==> src/rtl/acc_pkg.sv <==
package acc_pkg;

  // Register offsets on the plain register port (byte addresses).
  localparam logic [7:0] ACC_OFS_CONTROL = 8'h00;
  localparam logic [7:0] ACC_OFS_POS_CH  = 8'h04;
  localparam logic [7:0] ACC_OFS_NEG_CH  = 8'h08;
  localparam logic [7:0] ACC_OFS_STATUS  = 8'h0c;
  localparam logic [7:0] ACC_OFS_RESULT  = 8'h10;
  localparam logic [7:0] ACC_OFS_IRQ_EN  = 8'h14;
  localparam logic [7:0] ACC_OFS_IRQ_CLR = 8'h18;
  localparam logic [7:0] ACC_OFS_RESET   = 8'h1c;

  // Control register field positions.
  localparam int ACC_BIT_CONV_EN  = 7;
  localparam int ACC_BIT_BUSY_EN  = 6;
  localparam int ACC_BIT_POWER    = 5;
  localparam int ACC_POS_MODE     = 3;
  localparam int ACC_POS_TRIG     = 0;

  // Result word layout.
  localparam int ACC_RES_LSB   = 16;
  localparam int ACC_RES_MSB   = 27;
  localparam int ACC_SIGN_LSB  = 28;
  localparam int ACC_DATA_W    = 12;

  // Values after reset.
  localparam logic [7:0]  ACC_CONTROL_RST = 8'h00;
  localparam logic [4:0]  ACC_CHAN_RST    = 5'h00;
  localparam logic [31:0] ACC_RESULT_RST  = 32'h0000_0000;

  // Temperature sensor channel code.
  localparam logic [4:0] ACC_CH_TEMP = 5'h10;

  // Timing: 1 MSPS at 40 MHz gives 40 source clocks per conversion.
  localparam int ACC_CLK_HZ      = 40_000_000;
  localparam int ACC_RATE_SPS    = 1_000_000;
  localparam int ACC_CONV_CYCLES = ACC_CLK_HZ / ACC_RATE_SPS;
  localparam logic [5:0] ACC_CONV_LAST = 6'(ACC_CONV_CYCLES - 1);

  typedef enum logic [1:0] {
    ACC_MODE_SINGLE = 2'b00,
    ACC_MODE_DIFF   = 2'b01,
    ACC_MODE_PSEUDO = 2'b10
  } acc_mode_e;

  typedef enum logic [2:0] {
    ACC_TRIG_PIN    = 3'b000,
    ACC_TRIG_TIMER1 = 3'b001,
    ACC_TRIG_TIMER0 = 3'b010,
    ACC_TRIG_SW_ONE = 3'b011,
    ACC_TRIG_SW_RUN = 3'b100,
    ACC_TRIG_PLOGIC = 3'b101
  } acc_trig_e;

  typedef enum logic [1:0] {
    ACC_ST_IDLE = 2'b00,
    ACC_ST_CONV = 2'b01,
    ACC_ST_DONE = 2'b10
  } acc_state_e;

endpackage

==> src/rtl/acc_sync.sv <==
`timescale 1ns/100ps
// Three-stage input synchroniser with agreement filter and rise detector.
module acc_sync
  import acc_pkg::*;
(
  input  wire logic sys_clk,   // System clock.
  input  wire logic rst,       // Synchronous reset, active high.
  input  wire logic async_in,  // Raw input from outside the domain.
  output logic      level,     // Filtered level.
  output logic      rise       // One-cycle pulse on a filtered rise.
);

  typedef struct packed {
    logic [2:0] stage;
    logic       level;
    logic       rise;
  } acc_sync_s;

  acc_sync_s sync_reg;
  acc_sync_s sync_next;

  // The first stage feeds only the second; the filter looks at 2 and 3.
  always_comb begin
    sync_next       = sync_reg;
    sync_next.stage = {sync_reg.stage[1:0], async_in};
    sync_next.rise  = 1'b0;
    if (sync_reg.stage[1] == sync_reg.stage[2]) begin
      sync_next.level = sync_reg.stage[2];
      sync_next.rise  = sync_reg.stage[2] & ~sync_reg.level;
    end
  end

  always_ff @(posedge sys_clk) begin
    if (rst) begin
      sync_reg <= '0;
    end else begin
      sync_reg <= sync_next;
    end
  end

  assign level = sync_reg.level;
  assign rise  = sync_reg.rise;

endmodule

==> src/rtl/acc_ctrl.sv <==
// Added by the designer: the address map and the strobed register port.
`timescale 1ns/100ps
// Operation
// - Result sits in bits 16 to 27.
// - Top four bits copy the sign.
// - Single-ended, pseudo-differential: straight binary, 4096 codes.
// - Fully differential: two's complement, 4096 codes.
// - Three software-selectable input configurations.
// - Software single or continuous conversion.
// - Hardware triggers: pin, logic block, timers.
// - Temperature sensor is an extra channel.
// - Sequencing takes 40 clocks per conversion; continuous runs restart every 41 clocks, about 975,600 per second.
// - Status bit 0 sets at end, clears on a result read.
// - Enabled busy pin high during conversion.
// - Two-bit mode field selects input configuration.
// - Three-bit trigger field selects start source.
module acc_ctrl
  import acc_pkg::*;
(
  input  wire logic        sys_clk,                      // System clock.
  input  wire logic        rst,                          // Sync reset.
  input  wire logic [7:0]  reg_addr,                     // Register address.
  input  wire logic [31:0] reg_wdata,                    // Write data.
  input  wire logic        reg_wr,                       // Write strobe.
  input  wire logic        reg_rd,                       // Read strobe.
  output logic      [31:0] reg_rdata,                    // Read data.
  output logic             irq,                          // Interrupt level.
  input  wire logic        external_convert_trigger_pin, // Start pin.
  input  wire logic        timer0_overflow,              // Timer0 pulse.
  input  wire logic        timer1_overflow,              // Timer1 pulse.
  input  wire logic        programmable_logic_block,     // Logic output.
  output logic             conversion_active_pin,        // Busy pin.
  output logic             sar_start,                    // Sample pulse.
  output logic      [4:0]  sar_pos_channel,              // Positive mux.
  output logic      [4:0]  sar_neg_channel,              // Negative mux.
  output logic      [1:0]  sar_mode,                     // Input config.
  output logic             sar_power,                    // Power up.
  input  wire logic [11:0] sar_code,                     // Raw converter code.
  output logic             temp_channel_active           // Sensor selected.
);

  typedef struct packed {
    logic [7:0]  control;
    logic [4:0]  pos_ch;
    logic [4:0]  neg_ch;
    logic        status;
    logic        irq_en;
    logic [31:0] result;
    logic [31:0] rdata;
    acc_state_e  state;
    logic [5:0]  count;
    logic [1:0]  conv_mode;
    logic        sw_go;
    logic        busy;
    logic        start;
    logic        irq;
  } acc_ctrl_s;

  acc_ctrl_s ctrl_reg;
  acc_ctrl_s ctrl_next;

  logic pin_level;
  logic pin_rise;
  logic pl_level;
  logic pl_rise;

  // External sources pass the filtering synchroniser before use.
  acc_sync u_pin_sync (
    .sys_clk  (sys_clk),
    .rst      (rst),
    .async_in (external_convert_trigger_pin),
    .level    (pin_level),
    .rise     (pin_rise)
  );

  acc_sync u_pl_sync (
    .sys_clk  (sys_clk),
    .rst      (rst),
    .async_in (programmable_logic_block),
    .level    (pl_level),
    .rise     (pl_rise)
  );

  // Builds the result word from a raw code and the mode used.
  function automatic logic [31:0] acc_format(input logic [11:0] code,
                                             input logic [1:0]  mode);
    logic [31:0] word;
    logic        sign;
    word = 32'h0000_0000;
    sign = 1'b0;
    if (mode == ACC_MODE_DIFF) begin
      sign = code[ACC_DATA_W-1];
    end
    word[ACC_RES_MSB:ACC_RES_LSB]  = code;
    word[31:ACC_SIGN_LSB]          = {4{sign}};
    word[ACC_RES_LSB-1:0]          = 16'h0000;
    return word;
  endfunction

  // Picks the hardware trigger event for the selected source.
  function automatic logic acc_hw_event(input logic [2:0] trig,
                                        input logic       pin_e,
                                        input logic       t1_e,
                                        input logic       t0_e,
                                        input logic       pl_e);
    logic hit;
    hit = 1'b0;
    case (trig)
      ACC_TRIG_PIN:    hit = pin_e;
      ACC_TRIG_TIMER1: hit = t1_e;
      ACC_TRIG_TIMER0: hit = t0_e;
      ACC_TRIG_PLOGIC: hit = pl_e;
      default:         hit = 1'b0;
    endcase
    return hit;
  endfunction

  logic [2:0] trig;
  logic       hw_go;
  logic       conv_ok;
  logic       rd_result;

  assign trig      = ctrl_reg.control[ACC_POS_TRIG +: 3];
  assign conv_ok   = ctrl_reg.control[ACC_BIT_CONV_EN] &
                     ctrl_reg.control[ACC_BIT_POWER];
  assign rd_result = reg_rd && (reg_addr == ACC_OFS_RESULT);
  // Timer overflows come from logic on this clock, so no synchroniser.
  assign hw_go     = acc_hw_event(trig, pin_rise, timer1_overflow,
                                  timer0_overflow, pl_rise);

  // Register writes, conversion sequencing, status and read path.
  always_comb begin
    ctrl_next       = ctrl_reg;
    ctrl_next.start = 1'b0;
    ctrl_next.rdata = 32'h0000_0000;

    // Software writes; reserved mode 11 is refused and the old mode kept.
    if (reg_wr) begin
      if (reg_addr == ACC_OFS_CONTROL) begin
        ctrl_next.control = reg_wdata[7:0];
        if (reg_wdata[ACC_POS_MODE +: 2] == 2'b11) begin
          ctrl_next.control[ACC_POS_MODE +: 2] =
            ctrl_reg.control[ACC_POS_MODE +: 2];
        end
        // A single or continuous software start arms on this write.
        ctrl_next.sw_go = (reg_wdata[ACC_POS_TRIG +: 3] == ACC_TRIG_SW_ONE)
                        | (reg_wdata[ACC_POS_TRIG +: 3] == ACC_TRIG_SW_RUN);
      end else if (reg_addr == ACC_OFS_POS_CH) begin
        ctrl_next.pos_ch = reg_wdata[4:0];
      end else if (reg_addr == ACC_OFS_NEG_CH) begin
        ctrl_next.neg_ch = reg_wdata[4:0];
      end else if (reg_addr == ACC_OFS_IRQ_EN) begin
        ctrl_next.irq_en = reg_wdata[0];
      end else if (reg_addr == ACC_OFS_IRQ_CLR) begin
        if (reg_wdata[0]) begin
          ctrl_next.status = 1'b0;
        end
      end else if (reg_addr == ACC_OFS_RESET) begin
        ctrl_next.control = ACC_CONTROL_RST;
        ctrl_next.pos_ch  = ACC_CHAN_RST;
        ctrl_next.neg_ch  = ACC_CHAN_RST;
        ctrl_next.status  = 1'b0;
        ctrl_next.irq_en  = 1'b0;
        ctrl_next.result  = ACC_RESULT_RST;
        ctrl_next.sw_go   = 1'b0;
      end
    end

    // Reading the result clears the ready flag.
    if (rd_result) begin
      ctrl_next.status = 1'b0;
    end

    // Conversion sequencer: ACC_CONV_CYCLES clocks per sample, one idle clock between samples.
    case (ctrl_reg.state)
      ACC_ST_IDLE: begin
        if (conv_ok && (ctrl_reg.sw_go || hw_go)) begin
          ctrl_next.state     = ACC_ST_CONV;
          ctrl_next.count     = 6'h00;
          ctrl_next.start     = 1'b1;
          ctrl_next.busy      = 1'b1;
          ctrl_next.conv_mode = ctrl_reg.control[ACC_POS_MODE +: 2];
          if (trig == ACC_TRIG_SW_ONE) begin
            ctrl_next.sw_go = 1'b0;
          end
        end
      end
      ACC_ST_CONV: begin
        ctrl_next.count = ctrl_reg.count + 6'h01;
        if (ctrl_reg.count == ACC_CONV_LAST - 6'h01) begin
          ctrl_next.state = ACC_ST_DONE;
        end
      end
      ACC_ST_DONE: begin
        // Mode is captured at start so a mid-conversion write cannot
        // reinterpret the code already in flight.
        ctrl_next.result = acc_format(sar_code, ctrl_reg.conv_mode);
        ctrl_next.status = 1'b1;
        ctrl_next.busy   = 1'b0;
        ctrl_next.state  = ACC_ST_IDLE;
        if (trig != ACC_TRIG_SW_RUN) begin
          ctrl_next.sw_go = 1'b0;
        end
      end
      default: begin
        ctrl_next.state = ACC_ST_IDLE;
        ctrl_next.busy  = 1'b0;
      end
    endcase

    // Continuous mode stops once conversion enable is cleared.
    if (!ctrl_next.control[ACC_BIT_CONV_EN]) begin
      ctrl_next.sw_go = 1'b0;
    end

    // Read data, valid only in the cycle after the strobe.
    if (reg_rd) begin
      if (reg_addr == ACC_OFS_CONTROL) begin
        ctrl_next.rdata = {24'h000000, ctrl_reg.control};
      end else if (reg_addr == ACC_OFS_POS_CH) begin
        ctrl_next.rdata = {27'h0000000, ctrl_reg.pos_ch};
      end else if (reg_addr == ACC_OFS_NEG_CH) begin
        ctrl_next.rdata = {27'h0000000, ctrl_reg.neg_ch};
      end else if (reg_addr == ACC_OFS_STATUS) begin
        ctrl_next.rdata = {31'h00000000, ctrl_reg.status};
      end else if (reg_addr == ACC_OFS_RESULT) begin
        ctrl_next.rdata = ctrl_reg.result;
      end else if (reg_addr == ACC_OFS_IRQ_EN) begin
        ctrl_next.rdata = {31'h00000000, ctrl_reg.irq_en};
      end else begin
        ctrl_next.rdata = 32'h0000_0000;
      end
    end

    // A completion in the same cycle as a clear still wins.
    if (ctrl_reg.state == ACC_ST_DONE) begin
      ctrl_next.status = 1'b1;
    end

    ctrl_next.irq = ctrl_next.status & ctrl_next.irq_en;
  end

  always_ff @(posedge sys_clk) begin
    if (rst) begin
      ctrl_reg           <= '0;
      ctrl_reg.control   <= ACC_CONTROL_RST;
      ctrl_reg.result    <= ACC_RESULT_RST;
      ctrl_reg.state     <= ACC_ST_IDLE;
      ctrl_reg.conv_mode <= ACC_MODE_SINGLE;
    end else begin
      ctrl_reg <= ctrl_next;
    end
  end

  // Outputs from flip-flops, with the busy pin gated and the sensor flag decoded.
  assign reg_rdata             = ctrl_reg.rdata;
  assign irq                   = ctrl_reg.irq;
  assign conversion_active_pin = ctrl_reg.busy &
                                 ctrl_reg.control[ACC_BIT_BUSY_EN];
  assign sar_start             = ctrl_reg.start;
  assign sar_pos_channel       = ctrl_reg.pos_ch;
  assign sar_neg_channel       = ctrl_reg.neg_ch;
  assign sar_mode              = ctrl_reg.control[ACC_POS_MODE +: 2];
  assign sar_power             = ctrl_reg.control[ACC_BIT_POWER];
  assign temp_channel_active   = (ctrl_reg.pos_ch == ACC_CH_TEMP);

endmodule

==> config.mk <==
export PLATFORM = sky130hd
export DESIGN_NAME = acc_ctrl
export DESIGN_NICKNAME = d
export VERILOG_FILES = /design/src/rtl/acc_pkg.sv /design/src/rtl/acc_sync.sv /design/src/rtl/acc_ctrl.sv
export SDC_FILE = /design/constraint.sdc
export NUM_CORES = 1
export LEC_CHECK = 0
export ABC_AREA = 1
export BUFFER_PORTS_ARGS = -buffer_cell sky130_fd_sc_hd__clkbuf_2
export CAP_MARGIN = 20
export CORE_MARGIN = 2
export CORE_UTILIZATION = 55
export DETAILED_ROUTE_END_ITERATION = 16
export PLACE_DENSITY = 0.84
export SLEW_MARGIN = 20
export SYNTH_ARGS = -nofsm -noshare
export SYNTH_HDL_FRONTEND = slang
export SYNTH_SLANG_ARGS = --single-unit
==> constraint.sdc <==
create_clock -name sys_clk -period 2 [get_ports sys_clk]
set_clock_uncertainty 0.05 [all_clocks]
set_input_delay 0.1 -clock sys_clk [delete_from_list [all_inputs] [get_ports sys_clk]]
set_output_delay 0.1 -clock sys_clk [all_outputs]
set_load 0.01 [all_outputs]
Word-level counts from Yosys, hierarchy flattened
Index checks and enable logic that the tools add are counted.
{ "totals": {"regBits": 92, "latch_bits": 0, "mem_bits_rw": 0, "mem_bits_ro": 0, "output_inout_bits": 49, "mem_count": 0} }
{ "op_classes": {"add_sub_neg": 1, "n_mul": 0, "div_mod_pow": 0, "magnitude_cmp": 0, "eq_ne": 39, "n_shift": 0, "n_mux": 44, "bitwise_logic": 16, "n_reduce_logical": 27} }
{ "ops": {"columns": ["op", "count"], "rows": [
  ["$mux W52", 2],
  ["$mux W32", 3],
  ["$mux W8", 6],
  ["$mux W44", 1],
  ["$mux W39", 1],
  ["$mux W34", 1],
  ["$mux W33", 1],
  ["$eq A8 B5 Y1 const B", 4],
  ["$mux W13", 2],
  ["$mux W19", 1],
  ["$mux W18", 1],
  ["$ne A2 B1 Y1 const B", 9],
  ["$reduce_and A6 Y1", 3],
  ["$eq A8 B4 Y1 const B", 2],
  ["$mux W1", 16],
  ["$ne A2 B2 Y1 const B", 8],
  ["$reduce_and A7 Y1", 2],
  ["$pmux W6 S2", 1],
  ["$reduce_bool A2 Y1", 6],
  ["$mux W5", 2],
  ["$not A1 Y1", 10],
  ["$reduce_or A2 Y1", 5],
  ["$eq A3 B2 Y1 const B", 3],
  ["$eq A8 B3 Y1 const B", 1],
  ["other kinds (22)", 36]
]} }

Longest topological paths before layout
{ "logic_depth": {"depth_word": 11, "depth_mapped": 10, "mapped_depth_nobuf": 10} }

Cells and area by module
A second synthesis with hierarchy kept.
{ "hier_totals": {"hier_cells": 481, "area_unflattened_um2": 3530.9} }
{ "modules_own_cells": {"columns": ["module", "instances", "cells_per_inst", "area_per_inst_um2"], "rows": [
  ["acc_ctrl", 1, 447, 3223.1],
  ["acc_sync", 2, 17, 153.9]
]} }

Worst setup path before layout
No wires, ideal clock.
{ "synth_path": {"path_type": "flip-flop to flip-flop", "startpoint": "reg ctrl_reg[90] (netlist bit)", "endpoint": "reg ctrl_reg[4] (netlist bit)", "arrival_ns": 1.107, "path_slack_ns": 0.784, "path_stages_with_launch": 10, "period_less_slack_ns": 1.216, "cell_sequence": "dfxtp_1 nor2_1 nand2_1 nand2_1 nand2_1 nand3_1 nand4_1 nor2_1 nand2_1 nand2_1"} }
{ "synth_between": {"elab_chain_len": 5} }
{ "synth_lines": {"columns": ["element", "line_no", "text"], "rows": [
  ["start: declaration", "acc_ctrl.sv:59", "acc_ctrl_s ctrl_reg;"],
  ["start signal: assignment", "acc_ctrl.sv:251", "ctrl_reg <= ctrl_next;"],
  ["$eq A3 B3 Y1 (tied with other cells)", "acc_ctrl.sv:108", "case (trig)"],
  ["$pmux W1 S4 *", "acc_ctrl.sv:108", null],
  ["$logic_or A1 B1 Y1 *", "acc_ctrl.sv:177", "if (conv_ok && (ctrl_reg.sw_go || hw_go)) begin"],
  ["$logic_and A1 B1 Y1 *", "acc_ctrl.sv:177", null],
  ["$reduce_and A2 Y1 (no source line) *", null, null]
]} }
Every way passes the cells marked *; elsewhere a longest branch is shown, timed or not.
A chain may end at the register's enable or synchronous reset.

Final worst setup path
{ "layout_path": {"startpoint": "reg ctrl_reg[91] (netlist bit)", "endpoint": "reg ctrl_reg[4] (netlist bit)"} }
Same word-level chain as after synthesis.

==> metrics.txt <==
fillcell total 524; ratio of cells with drive above 1 in the final layout 24.5%; DRC 0; most frequent cells in the layout nand2_1 (94), dfxtp_1 (78), clkbuf_2 (76); Die X 85.3 um; WHS Path Cells 3; Layout Nets 611; RSZ-0062 raised after global routing false; Die ar. 0.00727 mm2; Area Overhead vs Synth 15.7%; row count 29; final weighted congestion in routability-driven placement 0.861; worst-path maximum fanout 6; PwrDens 678 mW/mm2; sequential area share after synthesis 43.0%; Worst Setup Slack, final 0.566 ns; Hold WC Path Type in2reg; CTS max path bufs 2; setup_tns 0 ns; top cell type's share of synthesized area 43.0%; ant diodes 0; Largest register FFs 32; Pre-antenna DRT Iters 4; crit-path cells nor2_1 > nand2_1 > nand2_1 > nand2_1 > nand3_1 > nand4_1 > nor2_1 > nand2_1 > nand2_1; Final Util 65.8%; TritonCTS Sinks 78; R2R Setup Slk 0.57 ns; vias in the first global route 2804; Slew Viols, Final 0; Starting Density 56.9%; Synth area leader dfxtp_1; period utilization 71.7%; total gr overflow 0; Crit Path Class reg2reg; Vias/cell 4.81; family with the most delay on the worst path simple AND/OR/NAND/NOR gates; grt peak-use layer met2; Worst-path clk slew 0.09 ns; slowest cell on the critical path dfxtp_1; outcome finished, final reports clean; CTS H-tree depth 3; Bufs and invs on worst path 0; Final Hold Slack 0.0258 ns; postcts setup bufs 0; Final ANT Viol Nets 0; hold path start reg_wdata[0]; largest net degree at the start of global routing 30; final worst path period need 1.43 ns; Sequential Area 0.00156 mm2; maximum VDD drop 0.538 mV; Syn Area/Cell 7.54 um2; Crit Reg-Reg Startpoint ctrl_reg[91]; TritonCTS clock tree done; M3 GR Usage 5.84%; FF+latch count, synth 78; reg2reg path depth 9; All-Layer GR Usage 20.9%; Mapped Area 0.00363 mm2; fmax 697 MHz; Final Hold Viols 0; Post-CTS Resized 0; first-pass GRT wire length 12200 um; port bufs 76; die height 85.3 um; initial antenna violation count 0; clock root cell clkbuf_8; Crit path required time 2.26 ns; Post-Route WL 7340 um; pre-CTS setup slack 0.582 ns; Vias 3038; YS warnings 0; clk_lat worst skew 0.36 ns; commonest non-fill, non-tap cell in the layout nand2_1; Worst R2R End ctrl_reg[4]; Most Frequent Cell on Critical Path nand2_1; Yosys cell types 38; crit end category flop; Multi-input gate area 0.00146 mm2; WHS Endpoint ctrl_reg[90]; routing usage on met1 25.5%; Worst Setup Start Kind flop; Max stage delay on crit path 0.37 ns; Lkg Pwr 1.89 nW; Synth area leaders dfxtp_1 (43%), nand2_1 (9.7%), buf_4 (9.1%), inv_1 (6.4%), a21oi_1 (6.2%); Ports 109; Arrival @ worst endpoint 1.70 ns; violation count after the first detailed-route iteration 147; met2 usage 35.5%; endpoints failing setup 0; max cap viols 0; cts bufs inserted 9; WL per Instance 11.6 um; DP HPWL 5130 um; synthesized instance count 482; Placeable Area 0.00639 mm2
## through the flow
stage / area (um2) / instances / power [mW]
2_1_floorplan: 3660 / 489 / 1.68
3_3_place_gp: 3780 / 592 / 1.72
4_1_cts: 4200 / 631 / 2.86
5_1_grt: 4200 / 631 / 2.95
6_report: 4200 / 631 / 2.85
3_5_place_dp: 3780 / 592 / 1.73
## per-layer routing
metal / up-vias / part of all wire, %
met1: 1339 / 45
met2: 96 / 48
met5: - / 0
met4: 0 / 1.3
li1: 1593 / -
met3: 10 / 6.3
## power breakdown
group,internal [mW],switching [mW]
clock network,0.477,0.645
logic,0.0731,0.0919
registers,1.56,0.00329
total,2.11,0.740
## cell families after synthesis
logic type / synth area share [%]
compound gates: 9.37
xor+xnor: 0.241
fa+ha+maj: 0.689
buf+inv: 17.6
flops: 43.0
other cells: 0.103
simple gates: 29.0
## worst register-to-register path, stage by stage, from the launching register on
cell and delay [ns]:
dfxtp_1 0.37, nor2_1 0.14, nand2_1 0.06, nand2_1 0.05, nand2_1 0.05, nand3_1 0.11
nand4_1 0.20, nor2_1 0.22, nand2_1 0.08, nand2_1 0.06
## layout make-up
class / instances / area share, %
multi-input cells: 290 / 34.7
clock inverters: 7 / 1.55
repair buffers: 102 / 15.1
inverters: 68 / 6.31
flip-flops and latches: 78 / 37.2
well taps: 77 / 2.29
clock buffers: 9 / 2.95
## worst max-delay path by stage
stage | end | cells after the start | start
2_1_floorplan | ctrl_reg[4] | 9 | ctrl_reg[90]
3_5_place_dp | ctrl_reg[4] | 9 | ctrl_reg[91]
3_3_place_gp | ctrl_reg[5] | 9 | ctrl_reg[91]
5_1_grt | ctrl_reg[4] | 8 | ctrl_reg[90]
4_1_cts | ctrl_reg[4] | 9 | ctrl_reg[91]
6_report | ctrl_reg[4] | 9 | ctrl_reg[91]
## Yosys cell counts, drive strengths merged
cell      n
nand2   103
dfxtp    78
inv      67
nor2     64
buf      49
a21oi    46
nand3    29
o21ai    14
nor3     11
clkbuf    4
nand4     4
ha        2
or2       2
a31o      1
a31oi     1
clkinv    1
conb      1
nand3b    1
o211ai    1
o21a      1
o22ai     1
xor2      1
## timing repair
item / 4_1_cts / 5_1_grt
hold endpoints to repair: 22 / 0
hold buffers: 23 / 0
setup endpoints to repair: 0 / 0
Note: power is estimated with default switching activity, not from simulation.
